File: config.mk
export PLATFORM = sky130hd
export DESIGN_NAME = tiw_irq_wake
export DESIGN_NICKNAME = d
export VERILOG_FILES = /design/src/tiw_pkg.sv /design/src/tiw_irq_wake.sv
export SDC_FILE = /design/constraint.sdc
export NUM_CORES = 1
export LEC_CHECK = 0
export CAP_MARGIN = 20
export CORE_UTILIZATION = 35
export DETAILED_ROUTE_END_ITERATION = 8
export DONT_BUFFER_PORTS = 1
export PLACE_DENSITY_LB_ADDON = 0.25
export SLEW_MARGIN = 20
export SYNTH_ARGS = -nofsm -noshare
export SYNTH_HDL_FRONTEND = slang
export SYNTH_SLANG_ARGS = --single-unit
export TNS_END_PERCENT = 10
File: constraint.sdc
create_clock -name clk_sys -period 3.5 [get_ports clk_sys]
set_input_delay 0.525 -clock clk_sys [delete_from_list [all_inputs] [get_ports clk_sys]]
set_output_delay 0.525 -clock clk_sys [all_outputs]
set_load 0.02 [all_outputs]
File: src/tiw_pkg.sv
// Purpose: constants for the timer flag, external interrupt and sleep/wake block
// Assumes: 25 MHz clk_sys, APB slave with 32-bit data
// Notes: register offsets are byte addresses
package tiw_pkg;
    // ------------------------------------------------------------
    // register map
    // ------------------------------------------------------------
    localparam logic [7:0] ADDR_FLAGS = 8'h00;
    localparam logic [7:0] ADDR_MASK = 8'h04;
    localparam logic [7:0] ADDR_CTRL = 8'h08;
    localparam logic [7:0] ADDR_CMPA = 8'h0C;
    localparam logic [7:0] ADDR_CMPB = 8'h10;
    localparam logic [7:0] ADDR_CAPT = 8'h14;
    localparam logic [7:0] ADDR_STAT = 8'h18;
    localparam logic [7:0] ADDR_GLOB = 8'h1C;
    // ------------------------------------------------------------
    // flag bits
    // ------------------------------------------------------------
    localparam int BIT_CAPT = 5;
    localparam int BIT_CMPA = 4;
    localparam int BIT_CMPB = 3;
    localparam int BIT_WOVF = 2;
    localparam int BIT_RSVD = 1;
    localparam int BIT_NOVF = 0;
    localparam logic [7:0] FLAG_MASK = 8'h3D;
    // mask register: timer enables in flag positions, pin masks above
    localparam int BIT_PIN0_EN = 6;
    localparam int BIT_PIN1_EN = 7;
    // control register fields
    localparam int CTL_SENSE0 = 0;
    localparam int CTL_SENSE1 = 2;
    localparam int CTL_SMODE = 4;
    localparam int CTL_SLEEP_EN = 6;
    localparam int CTL_UPDOWN = 7;
    localparam logic [7:0] CTRL_RST = 8'h00;
    // ------------------------------------------------------------
    // encodings
    // ------------------------------------------------------------
    localparam logic [1:0] SENSE_LOW = 2'h0;
    localparam logic [1:0] SENSE_RSVD = 2'h1;
    localparam logic [1:0] SENSE_FALL = 2'h2;
    localparam logic [1:0] SENSE_RISE = 2'h3;
    localparam logic [1:0] SMODE_IDLE = 2'h0;
    localparam logic [1:0] SMODE_PDOWN = 2'h2;
    localparam logic [1:0] SMODE_SAVE = 2'h3;
    localparam logic [15:0] CNT_ZERO = 16'h0000;
    localparam logic [15:0] CNT_MAX = 16'hFFFF;
    localparam logic [7:0] NCNT_MAX = 8'hFF;

    typedef enum logic [2:0] {
        TIW_RUN = 3'b001,
        TIW_SLEEP = 3'b010,
        TIW_WAKE = 3'b100
    } tiw_state_t;
endpackage : tiw_pkg
File: src/tiw_irq_wake.sv
// Purpose: timer interrupt flags, two external pins, sleep entry and wake
// Assumes: pins asynchronous; core signals on clk_sys
// Notes: flags are set-wins over clear; registers are never touched by sleep
module tiw_irq_wake (
    input wire logic clk_sys, // system clock
    input wire logic nrst, // async reset, active low
    input wire logic psel, // apb select
    input wire logic penable, // apb enable
    input wire logic pwrite, // apb direction
    input wire logic [7:0] paddr, // apb byte address
    input wire logic [31:0] pwdata, // apb write data
    output logic [31:0] prdata, // apb read data
    output logic pready, // apb ready
    output logic pslverr, // apb error on unmapped
    input wire logic [15:0] wide_count, // 16-bit timer count
    input wire logic [7:0] narrow_count, // 8-bit timer count
    input wire logic capture_strobe, // input capture event
    input wire logic updown_dir, // up/down mode: 1 while counting down
    input wire logic ext_irq_pin_zero, // external pin 0
    input wire logic ext_irq_pin_one, // external pin 1
    input wire logic [7:0] vector_ack, // core enters vector, one-hot by flag bit
    input wire logic sleep_exec, // core executes sleep instruction
    output logic [7:0] irq_req, // per-source request, flag positions, pins 6/7
    output logic core_sleep, // core is halted
    output logic [1:0] sleep_mode, // mode in force while asleep
    output logic wake_pulse // one-cycle wake to core
);
    // ------------------------------------------------------------
    // pin synchronisers (three stages, second and third agree)
    // ------------------------------------------------------------
    logic [1:0] pin_s1_q, pin_s2_q, pin_s3_q, pin_s1_d, pin_s2_d, pin_s3_d;
    logic [1:0] pin_lvl_q, pin_lvl_d, pin_prev_q, pin_prev_d;
    always_comb
    begin
        pin_s1_d = {ext_irq_pin_one, ext_irq_pin_zero};
        pin_s2_d = pin_s1_q;
        pin_s3_d = pin_s2_q;
        pin_lvl_d = pin_lvl_q;
        for (int i = 0; i < 2; i++)
        begin
            if (pin_s2_q[i] == pin_s3_q[i])
            begin
                pin_lvl_d[i] = pin_s3_q[i];
            end
        end
        pin_prev_d = pin_lvl_q;
    end
    always_ff @(posedge clk_sys or negedge nrst)
    begin
        if (!nrst)
        begin
            pin_s1_q <= 2'h3;
            pin_s2_q <= 2'h3;
            pin_s3_q <= 2'h3;
            pin_lvl_q <= 2'h3;
            pin_prev_q <= 2'h3;
        end
        else
        begin
            pin_s1_q <= pin_s1_d;
            pin_s2_q <= pin_s2_d;
            pin_s3_q <= pin_s3_d;
            pin_lvl_q <= pin_lvl_d;
            pin_prev_q <= pin_prev_d;
        end
    end

    // ------------------------------------------------------------
    // registers
    // ------------------------------------------------------------
    logic [7:0] flags_q, flags_d, mask_q, mask_d, ctrl_q, ctrl_d;
    logic [15:0] cmpa_q, cmpa_d, cmpb_q, cmpb_d, capt_q, capt_d;
    logic [15:0] wprev_q, wprev_d;
    logic [7:0] nprev_q, nprev_d;
    logic glob_q, glob_d;
    logic [1:0] pin_hit;
    logic [7:0] set_ev, clr_ev;
    logic wr;
    logic [1:0] sense [2];

    assign wr = psel && penable && pwrite;
    assign sense[0] = ctrl_q[tiw_pkg::CTL_SENSE0 +: 2];
    assign sense[1] = ctrl_q[tiw_pkg::CTL_SENSE1 +: 2];

    generate
        for (genvar g = 0; g < 2; g++)
        begin : g_pin
            logic hit;
            always_comb
            begin
                unique case (sense[g])
                    tiw_pkg::SENSE_LOW: hit = !pin_lvl_q[g];
                    tiw_pkg::SENSE_FALL: hit = pin_prev_q[g] && !pin_lvl_q[g];
                    tiw_pkg::SENSE_RISE: hit = !pin_prev_q[g] && pin_lvl_q[g];
                    tiw_pkg::SENSE_RSVD: hit = 1'b0;
                endcase
            end
            assign pin_hit[g] = hit;
        end
    endgenerate

    always_comb
    begin
        set_ev = 8'h00;
        set_ev[tiw_pkg::BIT_CAPT] = capture_strobe;
        set_ev[tiw_pkg::BIT_CMPA] = (wide_count == cmpa_q) && (wprev_q != cmpa_q);
        set_ev[tiw_pkg::BIT_CMPB] = (wide_count == cmpb_q) && (wprev_q != cmpb_q);
        if (ctrl_q[tiw_pkg::CTL_UPDOWN])
        begin
            // up/down: flag as the count leaves zero while counting up
            set_ev[tiw_pkg::BIT_WOVF] = (wprev_q == tiw_pkg::CNT_ZERO)
                && (wide_count != tiw_pkg::CNT_ZERO) && !updown_dir;
        end
        else
        begin
            set_ev[tiw_pkg::BIT_WOVF] = (wprev_q == tiw_pkg::CNT_MAX)
                && (wide_count == tiw_pkg::CNT_ZERO);
        end
        set_ev[tiw_pkg::BIT_NOVF] = (nprev_q == tiw_pkg::NCNT_MAX)
            && (narrow_count == 8'h00);
        clr_ev = vector_ack & tiw_pkg::FLAG_MASK;
        if (wr && paddr == tiw_pkg::ADDR_FLAGS)
        begin
            clr_ev = clr_ev | (pwdata[7:0] & tiw_pkg::FLAG_MASK);
        end
        // set wins over a clear in the same cycle; bit one never stored
        flags_d = ((flags_q & ~clr_ev) | set_ev) & tiw_pkg::FLAG_MASK;
        capt_d = capture_strobe ? wide_count : capt_q;
        wprev_d = wide_count;
        nprev_d = narrow_count;
        mask_d = mask_q;
        ctrl_d = ctrl_q;
        cmpa_d = cmpa_q;
        cmpb_d = cmpb_q;
        glob_d = glob_q;
        if (wr)
        begin
            unique case (paddr)
                tiw_pkg::ADDR_MASK: mask_d = pwdata[7:0];
                tiw_pkg::ADDR_CTRL: ctrl_d = pwdata[7:0];
                tiw_pkg::ADDR_CMPA: cmpa_d = pwdata[15:0];
                tiw_pkg::ADDR_CMPB: cmpb_d = pwdata[15:0];
                tiw_pkg::ADDR_GLOB: glob_d = pwdata[0];
                default: ;
            endcase
        end
    end

    // ------------------------------------------------------------
    // sleep state
    // ------------------------------------------------------------
    tiw_pkg::tiw_state_t st_q, st_d;
    logic [1:0] mode_q, mode_d;
    logic [7:0] req_d;
    logic wake_any, wake_d;
    logic [31:0] rdata_d;
    logic err_d;

    always_comb
    begin
        // requests need global, own enable and flag (or pin hit)
        req_d = 8'h00;
        req_d[5:0] = glob_q ? (flags_q[5:0] & mask_q[5:0]) : 6'h00;
        req_d[tiw_pkg::BIT_PIN0_EN] = glob_q && mask_q[tiw_pkg::BIT_PIN0_EN]
            && pin_hit[0];
        req_d[tiw_pkg::BIT_PIN1_EN] = glob_q && mask_q[tiw_pkg::BIT_PIN1_EN]
            && pin_hit[1];
        // power-down and save only wake on a low-level pin request
        if (mode_q == tiw_pkg::SMODE_IDLE)
        begin
            wake_any = |req_d;
        end
        else
        begin
            wake_any = (req_d[tiw_pkg::BIT_PIN0_EN] && sense[0] == tiw_pkg::SENSE_LOW)
                || (req_d[tiw_pkg::BIT_PIN1_EN] && sense[1] == tiw_pkg::SENSE_LOW);
        end
        st_d = st_q;
        mode_d = mode_q;
        wake_d = 1'b0;
        unique case (st_q)
            tiw_pkg::TIW_RUN:
            begin
                if (sleep_exec && ctrl_q[tiw_pkg::CTL_SLEEP_EN]
                    && ctrl_q[tiw_pkg::CTL_SMODE +: 2] != 2'h1)
                begin
                    st_d = tiw_pkg::TIW_SLEEP;
                    mode_d = ctrl_q[tiw_pkg::CTL_SMODE +: 2];
                end
            end
            tiw_pkg::TIW_SLEEP:
            begin
                if (wake_any)
                begin
                    st_d = tiw_pkg::TIW_WAKE;
                    wake_d = 1'b1;
                end
            end
            tiw_pkg::TIW_WAKE:
            begin
                st_d = tiw_pkg::TIW_RUN;
            end
            default: st_d = tiw_pkg::TIW_RUN;
        endcase
        rdata_d = 32'h00000000;
        err_d = 1'b0;
        if (psel && !penable)
        begin
            unique case (paddr)
                tiw_pkg::ADDR_FLAGS: rdata_d[7:0] = flags_q;
                tiw_pkg::ADDR_MASK: rdata_d[7:0] = mask_q;
                tiw_pkg::ADDR_CTRL: rdata_d[7:0] = ctrl_q;
                tiw_pkg::ADDR_CMPA: rdata_d[15:0] = cmpa_q;
                tiw_pkg::ADDR_CMPB: rdata_d[15:0] = cmpb_q;
                tiw_pkg::ADDR_CAPT: rdata_d[15:0] = capt_q;
                tiw_pkg::ADDR_STAT: rdata_d[4:0] = {mode_q, st_q};
                tiw_pkg::ADDR_GLOB: rdata_d[0] = glob_q;
                default: err_d = 1'b1;
            endcase
        end
    end

    // registers hold across sleep: entering and leaving sleep changes none of them
    always_ff @(posedge clk_sys or negedge nrst)
    begin
        if (!nrst)
        begin
            flags_q <= 8'h00;
            mask_q <= 8'h00;
            ctrl_q <= tiw_pkg::CTRL_RST;
            cmpa_q <= 16'h0000;
            cmpb_q <= 16'h0000;
            capt_q <= 16'h0000;
            wprev_q <= 16'h0000;
            nprev_q <= 8'h00;
            glob_q <= 1'b0;
            st_q <= tiw_pkg::TIW_RUN;
            mode_q <= tiw_pkg::SMODE_IDLE;
            irq_req <= 8'h00;
            wake_pulse <= 1'b0;
            prdata <= 32'h00000000;
            pready <= 1'b0;
            pslverr <= 1'b0;
        end
        else
        begin
            flags_q <= flags_d;
            mask_q <= mask_d;
            ctrl_q <= ctrl_d;
            cmpa_q <= cmpa_d;
            cmpb_q <= cmpb_d;
            capt_q <= capt_d;
            wprev_q <= wprev_d;
            nprev_q <= nprev_d;
            glob_q <= glob_d;
            st_q <= st_d;
            mode_q <= mode_d;
            irq_req <= req_d;
            wake_pulse <= wake_d;
            prdata <= rdata_d;
            pready <= psel && !penable;
            pslverr <= err_d;
        end
    end

    assign core_sleep = st_q[1];
    assign sleep_mode = mode_q;
endmodule : tiw_irq_wake

==> impl_metrics.env, run 1 <==
export IMPL_synth_xor_area_share_pct=8.85
export IMPL_reg2reg_from="glob_q$_DFFE_PN0P_"
export IMPL_r2r_cells=4
export IMPL_dp_hpwl_um=12200
export IMPL_synth_top_family_by_area="multiplexers"
export IMPL_end_kind="flop"
export IMPL_synth_edf_count=0
export IMPL_post_place_ws_ns=0.950
export IMPL_synth_simple_area_share_pct=12.7
export IMPL_floorplan_initialDensity_pct=36.2
export IMPL_crit_type="in -> reg"
export IMPL_top_layer="met4"
export IMPL_drtIter0Drc=286
export IMPL_wirelength_um=16800
export IMPL_tightest_slew_ns=0.806
export IMPL_synth_warnings=0
export IMPL_synth_compound_area_share_pct=5.91
export IMPL_max_freq_mhz=472
export IMPL_ir_drop_uv=344
export IMPL_gr_total_overflow=0
export IMPL_synth_top_area_share_pct=49.0
export IMPL_synth_fa_ha_area_share_pct=0.316
export IMPL_route_met3_wl_um=1430
export IMPL_finalSetupViolCount=0
export IMPL_grt_max_degree=136
export IMPL_relSlewSlack_pct=45.9
export IMPL_htreeDepth=4
export IMPL_sequentialPowerShare_pct=46.8
export IMPL_syn_mean_instance_area_um2=12.2
export IMPL_rr_endpoint="st_q[1]$_DFFE_PN0P_"
export IMPL_diodes=0
export IMPL_core_area_um2=17500
export IMPL_power_frac_comb_pct=4.2
export IMPL_arrival_ns=2.42
export IMPL_critPathTopFamily="simple AND/OR/NAND/NOR gates"
export IMPL_drive_gt1_share_pct=24.0
export IMPL_max_cap_violations=0
export IMPL_slew_viol_final=0
export IMPL_ant_nets=0
export IMPL_power_density_nw_per_um2=503
export IMPL_place_area_um2=6500
export IMPL_power_switching_uw=848
export IMPL_synth_mux_area_fraction_pct=14.9
export IMPL_portBuffers=0
export IMPL_status="finished with violations"
export IMPL_postLayoutCellArea_um2=7080
export IMPL_clock_skew_ns=0.00713
export IMPL_total_power_uw=3560
export IMPL_p_clk_share_pct=48.9
export IMPL_die_area_um2=18600
export IMPL_synthArstFlopShare_pct=100
export IMPL_clkLatencyLatePin_ns=0.42
export IMPL_die_w_um=137
export IMPL_synth_ff_type="dfrtp_1"
export IMPL_cp_max_fo=16
export IMPL_hold_viol_final=130
export IMPL_synth_largest_area_cell="dfrtp_1"
export IMPL_cp_start_kind="primary input"
export IMPL_rsz0062_at_grt="no"
export IMPL_crit_buf_inv=0
export IMPL_required_ns=3.80
export IMPL_yosys_cell_types_count=57
export IMPL_leakage_uw=0.00310
export IMPL_met1_length_um=7280
export IMPL_dr_wl_met2_um=7860
export IMPL_grt_pass1_vias=4269
export IMPL_swShare_pct=23.8
export IMPL_fin_setup_tns_ns=0
export IMPL_intPower_uw=2710
export IMPL_postCtsSetupBuffers=0
export IMPL_fin_ws_ns=1.38
export IMPL_crit_path_max_incr_delay_ns=0.64
export IMPL_cp_slowest_cell="nand4_2"
export IMPL_cts_tree="built"
export IMPL_synth_seq_cells=135
export IMPL_clockBufferDepth=2
export IMPL_die_height_um=137
export IMPL_yosysSeqAreaShare_pct=53.5
export IMPL_r2r_slack_ns=1.66
export IMPL_cts_root_buf="clkbuf_16"
export IMPL_rows=48
export IMPL_grt_pass1_wl_um=25900
export IMPL_period_share_pct=60.5
export IMPL_syn_area_um2=6330
export IMPL_layout_area_overhead_vs_synth_pct=11.7
export IMPL_syn_inst=519
export IMPL_via_count=4186
export IMPL_antenna_found_initial=0
export IMPL_drc=0
export IMPL_fillCellCount=1627
export IMPL_gp_congestion=0.904
export IMPL_crit_start="paddr[5]"
export IMPL_ctsResizeCount=0
export IMPL_path_cells="or4_4, nor2_2, nand4_2, mux2_2"
export IMPL_first_pass_iters=5
export IMPL_cts_made_buffers=17
export IMPL_num_io_pins=128
export IMPL_synth_area_top_cells="dfrtp_1 (49%), mux2_2 (11%), dfstp_2 (4.6%), xnor2_1 (4.4%), xor2_1 (4.4%)"
export IMPL_grt_total_usage_pct=19.3
export IMPL_hold_slack_ns=-0.194
export IMPL_fin_crit_ns=2.12
export IMPL_nNetsFinal=607
export IMPL_viasPerCell=5.49
export IMPL_wl_per_cell_um=22.1
export IMPL_cts_num_sinks=135
export IMPL_violations="hold timing"
export IMPL_min_path_type="in -> async"
export IMPL_clk_pin_slew_ns=0.06
[Yosys cell counts (2+ instances only)]
cell and number:
nand2b_1 3, dfrtp_1 124, maj3_1 2, nand2_1 18, dfstp_2 11, buf_4 17
a22oi_1 12, nand4_1 16, nor2_1 37, clkbuf_1 12, o32ai_1 2, nand3_1 7
mux4_2 3, a211oi_1 2, mux2i_1 4, o21ai_0 4, nor2b_1 3, xor2_1 32
nor4_1 24, nor3_1 5, nor3b_1 2, xnor2_1 32, nand4b_1 4, a32oi_1 2
inv_1 8, and3_1 7, buf_6 2, mux2_4 10, nand3b_1 4, buf_2 2
mux2_2 61, a21oi_1 16, a221oi_1 3, or3_1 3, a31oi_1 3
[metal layers]
layer  global-route usage [%]  vias to the layer above
met3                     6.70                       23
met1                     25.6                     2154
met2                     29.6                      153
met5                        0                        -
li1                         -                     1856
met4                     6.11                        0
[cells in the final DEF, fill, tap and decap left out, types with 4 or more instances in the layout]
cell / instances
nand2_1: 18
nand3_1: 7
mux2_4: 10
nor3_1: 5
xor2_1: 32
xnor2_1: 32
nand4b_1: 4
nand4_1: 16
mux2i_1: 4
and3_1: 7
a21oi_1: 16
clkbuf_16: 17
mux2_2: 61
a22oi_1: 12
dfrtp_1: 124
nor2_1: 37
nand3b_1: 4
o21ai_0: 4
buf_4: 4
nor4_1: 24
conb_1: 17
inv_6: 6
dfstp_2: 11
inv_1: 8
[area by class of cell]
type | instances | area (um2) | area share [%]
clock buffers | 19 | 443 | 6.26
clock inverters | 13 | 134 | 1.89
inverters | 8 | 30.0 | 0.424
multi-input cells | 359 | 2770 | 39.1
flip-flops and latches | 135 | 3390 | 47.9
well taps | 225 | 282 | 3.98
repair buffers | 4 | 30.0 | 0.424
[state kept, by name, indices dropped and copies added, names as in the netlist, 2 cells and up]
signal      cells
st_q            3
pin_s1_q        2
pin_s2_q        2
mask_q          8
pin_s3_q        2
flags_q         5
sleep_mode      2
prdata         16
cmpb_q         16
cmpa_q         16
nprev_q         8
irq_req         7
pin_lvl_q       2
capt_q         16
pin_prev_q      2
wprev_q        16
ctrl_q          8
[logic make-up after synthesis]
group / count (synthesis)
and+or+nand+nor: 143
DFF: 135
muxes: 78
xor gates and xnor gates: 64
AOI/OAI and AO/OA: 55
buffers and inverters: 41
adders and majority gates: 2
other: 1
[power groups by stage]
stage,clock network [uW],registers [uW],logic (uW)
2_1_floorplan,0,1680,153
3_3_place_gp,0,1690,150
3_5_place_dp,0,1700,150
4_1_cts,1790,1670,151
5_1_grt,1850,1670,164
6_report,1740,1670,151
[worst max path at each step]
stage	endpoint	slack, ns	cells past startpoint
finish	cmpa_q[10]$_DFFE_PN0P_	1.38	4
detailed placement	cmpa_q[10]$_DFFE_PN0P_	0.95	4
global route	prdata[15]$_DFF_PN0_	1.34	4
global placement	cmpa_q[1]$_DFFE_PN0P_	0.98	4
CTS	cmpa_q[10]$_DFFE_PN0P_	1.39	4
floorplan	cmpb_q[10]$_DFFE_PN0P_	1.34	6
[through the flow]
| step | instances | util, % |
|---|---|---|
| after global placement | 731 | 37.2 |
| after CTS | 763 | 40.5 |
| after detailed placement | 731 | 37.2 |
| final | 763 | 40.5 |
| after floorplan | 535 | - |
| after global routing | 763 | 40.5 |
Note: power is estimated with default switching activity, not from simulation.
==> run 2, diff against run 1 <==
clock period = 2.1 ns   (was 3.5 ns; I/O delays follow)
==> run 2 against run 1 <==
- clock power rose by 70%
- power rose by 69%
- via count rose by 3.4%
- register-to-register slack got worse by 1.4 ns
- critical path depth did not move
- non-clock buffer count rose by 36
- core utilization rose by 2.1 points
- final area rose by 5.1%
- final cell count rose by 4.7%
- the run still ends with hold timing left
- sequential cell count did not move
==> impl_metrics.env, run 2 (same netlist as run 1, synthesis figures left out) <==
export IMPL_cts_hold_buf=27
export IMPL_cts_root_buf="clkbuf_16"
export IMPL_wirelength_um=17400
export IMPL_status="finished with violations"
export IMPL_hold_slack_ns=-0.414
export IMPL_gr_total_overflow=0
export IMPL_grt_max_degree=136
export IMPL_viasPerCell=5.42
export IMPL_crit_type="reg -> reg"
export IMPL_critPathTopFamily="compound AO/OA/AOI/OAI gates"
export IMPL_clock_skew_ns=0.00797
export IMPL_layout_commonest_cell="dfrtp_1"
export IMPL_portBuffers=0
export IMPL_ir_drop_uv=600
export IMPL_layout_common_cells="dfrtp_1 (124), mux2_2 (61), nor2_1 (37)"
export IMPL_via_count=4327
export IMPL_crit_buf_inv=0
export IMPL_reg2reg_from="flags_q[4]$_DFF_PN0_"
export IMPL_max_freq_mhz=534
export IMPL_path_cells="a22o_1, a211oi_1, nor4b_1, a21bo_2"
export IMPL_rows=48
export IMPL_cp_max_fo=4
export IMPL_die_w_um=137
export IMPL_required_ns=2.47
export IMPL_die_height_um=137
export IMPL_crit_path_max_incr_delay_ns=0.48
export IMPL_cts_num_sinks=135
export IMPL_grt_total_usage_pct=20.0
export IMPL_hold_viol_final=135
export IMPL_clockBufferDepth=2
export IMPL_arrival_ns=2.25
export IMPL_ant_nets=0
export IMPL_ctsResizeCount=0
export IMPL_die_area_um2=18600
export IMPL_htreeDepth=4
export IMPL_nNetsFinal=643
export IMPL_total_power_uw=6030
export IMPL_num_io_pins=128
export IMPL_cp_slowest_cell="nor4b_1"
export IMPL_wl_per_cell_um=21.8
export IMPL_rsz0062_at_grt="no"
export IMPL_floorplan_initialDensity_pct=36.2
export IMPL_min_path_type="in -> async"
export IMPL_gp_congestion=0.906
export IMPL_relSlewSlack_pct=62.2
export IMPL_fin_crit_ns=1.87
export IMPL_end_kind="flop"
export IMPL_drive_gt1_share_pct=24.2
export IMPL_finalSetupViolCount=0
export IMPL_core_area_um2=17500
export IMPL_layout_area_overhead_vs_synth_pct=17.4
export IMPL_grt_pass1_wl_um=26500
export IMPL_cts_tree="built"
export IMPL_fillCellCount=1652
export IMPL_first_pass_iters=5
export IMPL_drtIter0Drc=344
export IMPL_cts_made_buffers=17
export IMPL_grt_pass1_vias=4454
export IMPL_leakage_uw=0.00327
export IMPL_slew_viol_final=0
export IMPL_regArea_um2=3390
export IMPL_fin_setup_tns_ns=0
export IMPL_clk_pin_slew_ns=0.06
export IMPL_violations="hold timing"
export IMPL_tightest_slew_ns=0.562
export IMPL_clkLatencyLatePin_ns=0.43
export IMPL_antenna_found_initial=1
export IMPL_multiInputGateArea_um2=2770
export IMPL_max_cap_violations=0
export IMPL_dp_hpwl_um=12300
export IMPL_period_share_pct=89.2
export IMPL_cp_start_kind="flop"
export IMPL_crit_start="flags_q[4]$_DFF_PN0_"
export IMPL_power_density_nw_per_um2=810
export IMPL_diodes=0
export IMPL_drc=0
export IMPL_postCtsSetupBuffers=0
run 2: worst paths after layout:
check / end / slack, ns / cells past startpoint
max: st_q[1]$_DFFE_PN0P_ / 0.23 / 4
min: nprev_q[0]$_DFF_PN0_ / -0.41 / 0
max reg2reg: st_q[1]$_DFFE_PN0P_ / 0.23 / 4
min reg2reg: pin_s2_q[0]$_DFF_PN1_ / 0.36 / 0
max in group asynchronous: st_q[0]$_DFFE_PN1P_ / 2.25 / 0
min in group clk_sys: prdata[7]$_DFF_PN0_ / 0.03 / 1
run 2: through the flow:
stage,cell area [um2],util (%),worst slack (ns),cells
floorplan,6390,-,0.150,535
global placement,6580,37.7,0.241,740
detailed placement,6580,37.7,0.232,740
CTS,7440,42.6,0.300,799
global route,7440,42.6,0.142,799
finish,7440,42.6,0.227,799
run 2: area by class of cell:
cell class,instances,area share (%)
sequential,135,45.6
timing repair buffer,40,5.11
clock buffer,19,6.09
clock inverter,13,1.78
multi-input combinational,359,37.2
tap,225,3.79
inverter,8,0.404
run 2: power breakdown:
part / total (uW) / leakage (uW) / switching (uW) / internal [uW]
sequential: 2780 / 0.00175 / 80.2 / 2700
combinational: 300 / 0.00124 / 133 / 167
clock: 2950 / 0.000288 / 1230 / 1720
total: 6030 / 0.00327 / 1440 / 4590
run 2: routing by layer:
layer / share of wire, % / GRT usage [%] / vias to the layer above
met2: 48 / 31.0 / 165
met5: 0.075 / 0 / -
met1: 43 / 26.3 / 2208
li1: - / - / 1933
met3: 8.1 / 6.93 / 19
met4: 0.90 / 5.49 / 2
==> run 3, diff against run 2 <==
MAX_ROUTING_LAYER = met4   (was default)
==> run 3 against run 2 <==
- the run still ends with hold timing left
- register-to-register slack hardly changed
- via count is 0.81% lower
- critical path depth stayed put
==> impl_metrics.env, run 3 (same netlist as run 1, synthesis figures left out) <==
export IMPL_status="finished with violations"
export IMPL_violations="hold timing"
export IMPL_htreeDepth=4
export IMPL_cts_root_buf="clkbuf_16"
export IMPL_cp_start_kind="flop"
export IMPL_min_path_type="in -> async"
export IMPL_cts_hold_buf=27
export IMPL_drc=0
export IMPL_die_w_um=137
export IMPL_layout_area_overhead_vs_synth_pct=16.5
export IMPL_layout_commonest_cell="dfrtp_1"
export IMPL_fin_setup_tns_ns=0
export IMPL_wl_per_cell_um=21.7
export IMPL_die_height_um=137
export IMPL_rows=48
export IMPL_die_area_um2=18600
export IMPL_grt_pass1_wl_um=26400
export IMPL_num_io_pins=128
export IMPL_dp_hpwl_um=12200
export IMPL_grtUsageMet1_pct=26.4
export IMPL_period_share_pct=88.8
export IMPL_total_power_uw=5820
export IMPL_nNetsFinal=641
export IMPL_clk_pin_slew_ns=0.07
export IMPL_power_switching_uw=1420
export IMPL_ctsResizeCount=0
export IMPL_antenna_found_initial=1
export IMPL_finalSetupViolCount=0
export IMPL_fillCellCount=1624
export IMPL_cp_max_fo=10
export IMPL_clkLatencyLatePin_ns=0.43
export IMPL_ant_nets=0
export IMPL_postCtsSetupBuffers=0
export IMPL_p_clk_share_pct=47.1
export IMPL_swShare_pct=24.4
export IMPL_required_ns=2.47
export IMPL_arrival_ns=2.24
export IMPL_grt_pass1_vias=4488
export IMPL_first_pass_iters=5
export IMPL_cts_tree="built"
export IMPL_slew_viol_final=0
export IMPL_via_count=4292
export IMPL_clockBufferDepth=2
export IMPL_grt_max_degree=136
export IMPL_rsz0062_at_grt="no"
export IMPL_gr_usage_met3_pct=5.81
export IMPL_hold_viol_final=135
export IMPL_gr_total_overflow=0
export IMPL_grtUsageMet2_pct=30.4
export IMPL_portBuffers=0
export IMPL_fin_crit_ns=1.87
export IMPL_floorplan_initialDensity_pct=36.2
export IMPL_core_area_um2=17500
export IMPL_gp_congestion=0.922
export IMPL_cts_num_sinks=135
export IMPL_clock_skew_ns=0.00741
export IMPL_relSlewSlack_pct=66.1
export IMPL_leakage_uw=0.00322
export IMPL_viasPerCell=5.38
export IMPL_wirelength_um=17300
export IMPL_end_kind="flop"
export IMPL_layout_common_cells="dfrtp_1 (124), mux2_2 (61), nor2_1 (37)"
export IMPL_power_frac_comb_pct=5.1
export IMPL_power_density_nw_per_um2=788
export IMPL_ir_drop_uv=578
export IMPL_max_freq_mhz=536
export IMPL_gr_max_usage_layer="met2"
export IMPL_max_cap_violations=0
export IMPL_cts_made_buffers=17
export IMPL_drive_gt1_share_pct=23.6
export IMPL_intPower_uw=4400
export IMPL_grt_total_usage_pct=20.3
export IMPL_drtIter0Drc=324
export IMPL_sequentialPowerShare_pct=47.7
export IMPL_tightest_slew_ns=0.501
export IMPL_reg2reg_from="glob_q$_DFFE_PN0P_"
export IMPL_crit_type="reg -> reg"
export IMPL_hold_slack_ns=-0.419
export IMPL_crit_start="glob_q$_DFFE_PN0P_"
[run 3: cell types whose count changed in the layout (fill, tap and decap cells not counted), moves of 2 or more]
cell	change
buf_4	-2
clkinvlp_4	+5
clkbuf_1	+2
clkinv_4	-3
clkbuf_8	-2
[run 3: power by group through the flow]
stage	clock, uW	combinational, uW	sequential, uW
global placement	0	251	2820
detailed placement	0	252	2820
CTS	2800	298	2780
global route	2910	324	2790
finish	2740	298	2780
floorplan	0	254	2800
[run 3: critical path, cell delays in order (launching register included)]
cell and delay, ns:
dfrtp_1 0.48, and3_1 0.26, a211oi_1 0.37, nor4b_1 0.48, a21bo_2 0.21
[run 3: through the flow]
stage / hold WS [ns] / cell area (um2) / utilization, % / cells / setup WS, ns
after floorplan: 0.0194 / 6390 / - / 535 / 0.150
after global placement: 0.0243 / 6570 / 37.6 / 738 / 0.236
after detailed placement: 0.0250 / 6570 / 37.6 / 738 / 0.231
after CTS: -0.434 / 7380 / 42.2 / 797 / 0.257
after global routing: -0.440 / 7380 / 42.2 / 798 / 0.0172
final: -0.419 / 7380 / 42.2 / 798 / 0.235
[run 3: final cells by class]
cell class / instances / area [um2] / area share [%]
Clock buffer: 19 / 433 / 5.87
Timing Repair Buffer: 38 / 365 / 4.95
Tap cell: 225 / 282 / 3.81
Sequential cell: 135 / 3390 / 46.0
Antenna cell: 1 / 2.50 / 0.0339
Multi-Input combinational cell: 359 / 2770 / 37.5
Clock inverter: 13 / 109 / 1.47
Inverter: 8 / 30.0 / 0.407
[run 3: final timing paths]
| path | end | slack (ns) | cells after the start |
|---|---|---|---|
| min | nprev_q[6]$_DFF_PN0_ | -0.42 | 0 |
| max in group asynchronous | pin_prev_q[0]$_DFF_PN1_ | 2.30 | 0 |
| max reg2reg | st_q[1]$_DFFE_PN0P_ | 0.23 | 4 |
| max | st_q[1]$_DFFE_PN0P_ | 0.23 | 4 |
| min in group clk_sys | prdata[7]$_DFF_PN0_ | 0.01 | 1 |
| min reg2reg | pin_s2_q[0]$_DFF_PN1_ | 0.36 | 0 |
[run 3: per-layer routing]
layer	share of wire [%]	routed length, um
met5	0	0
met1	45	7720
met2	47	8160
met4	1.2	209
met3	6.9	1200
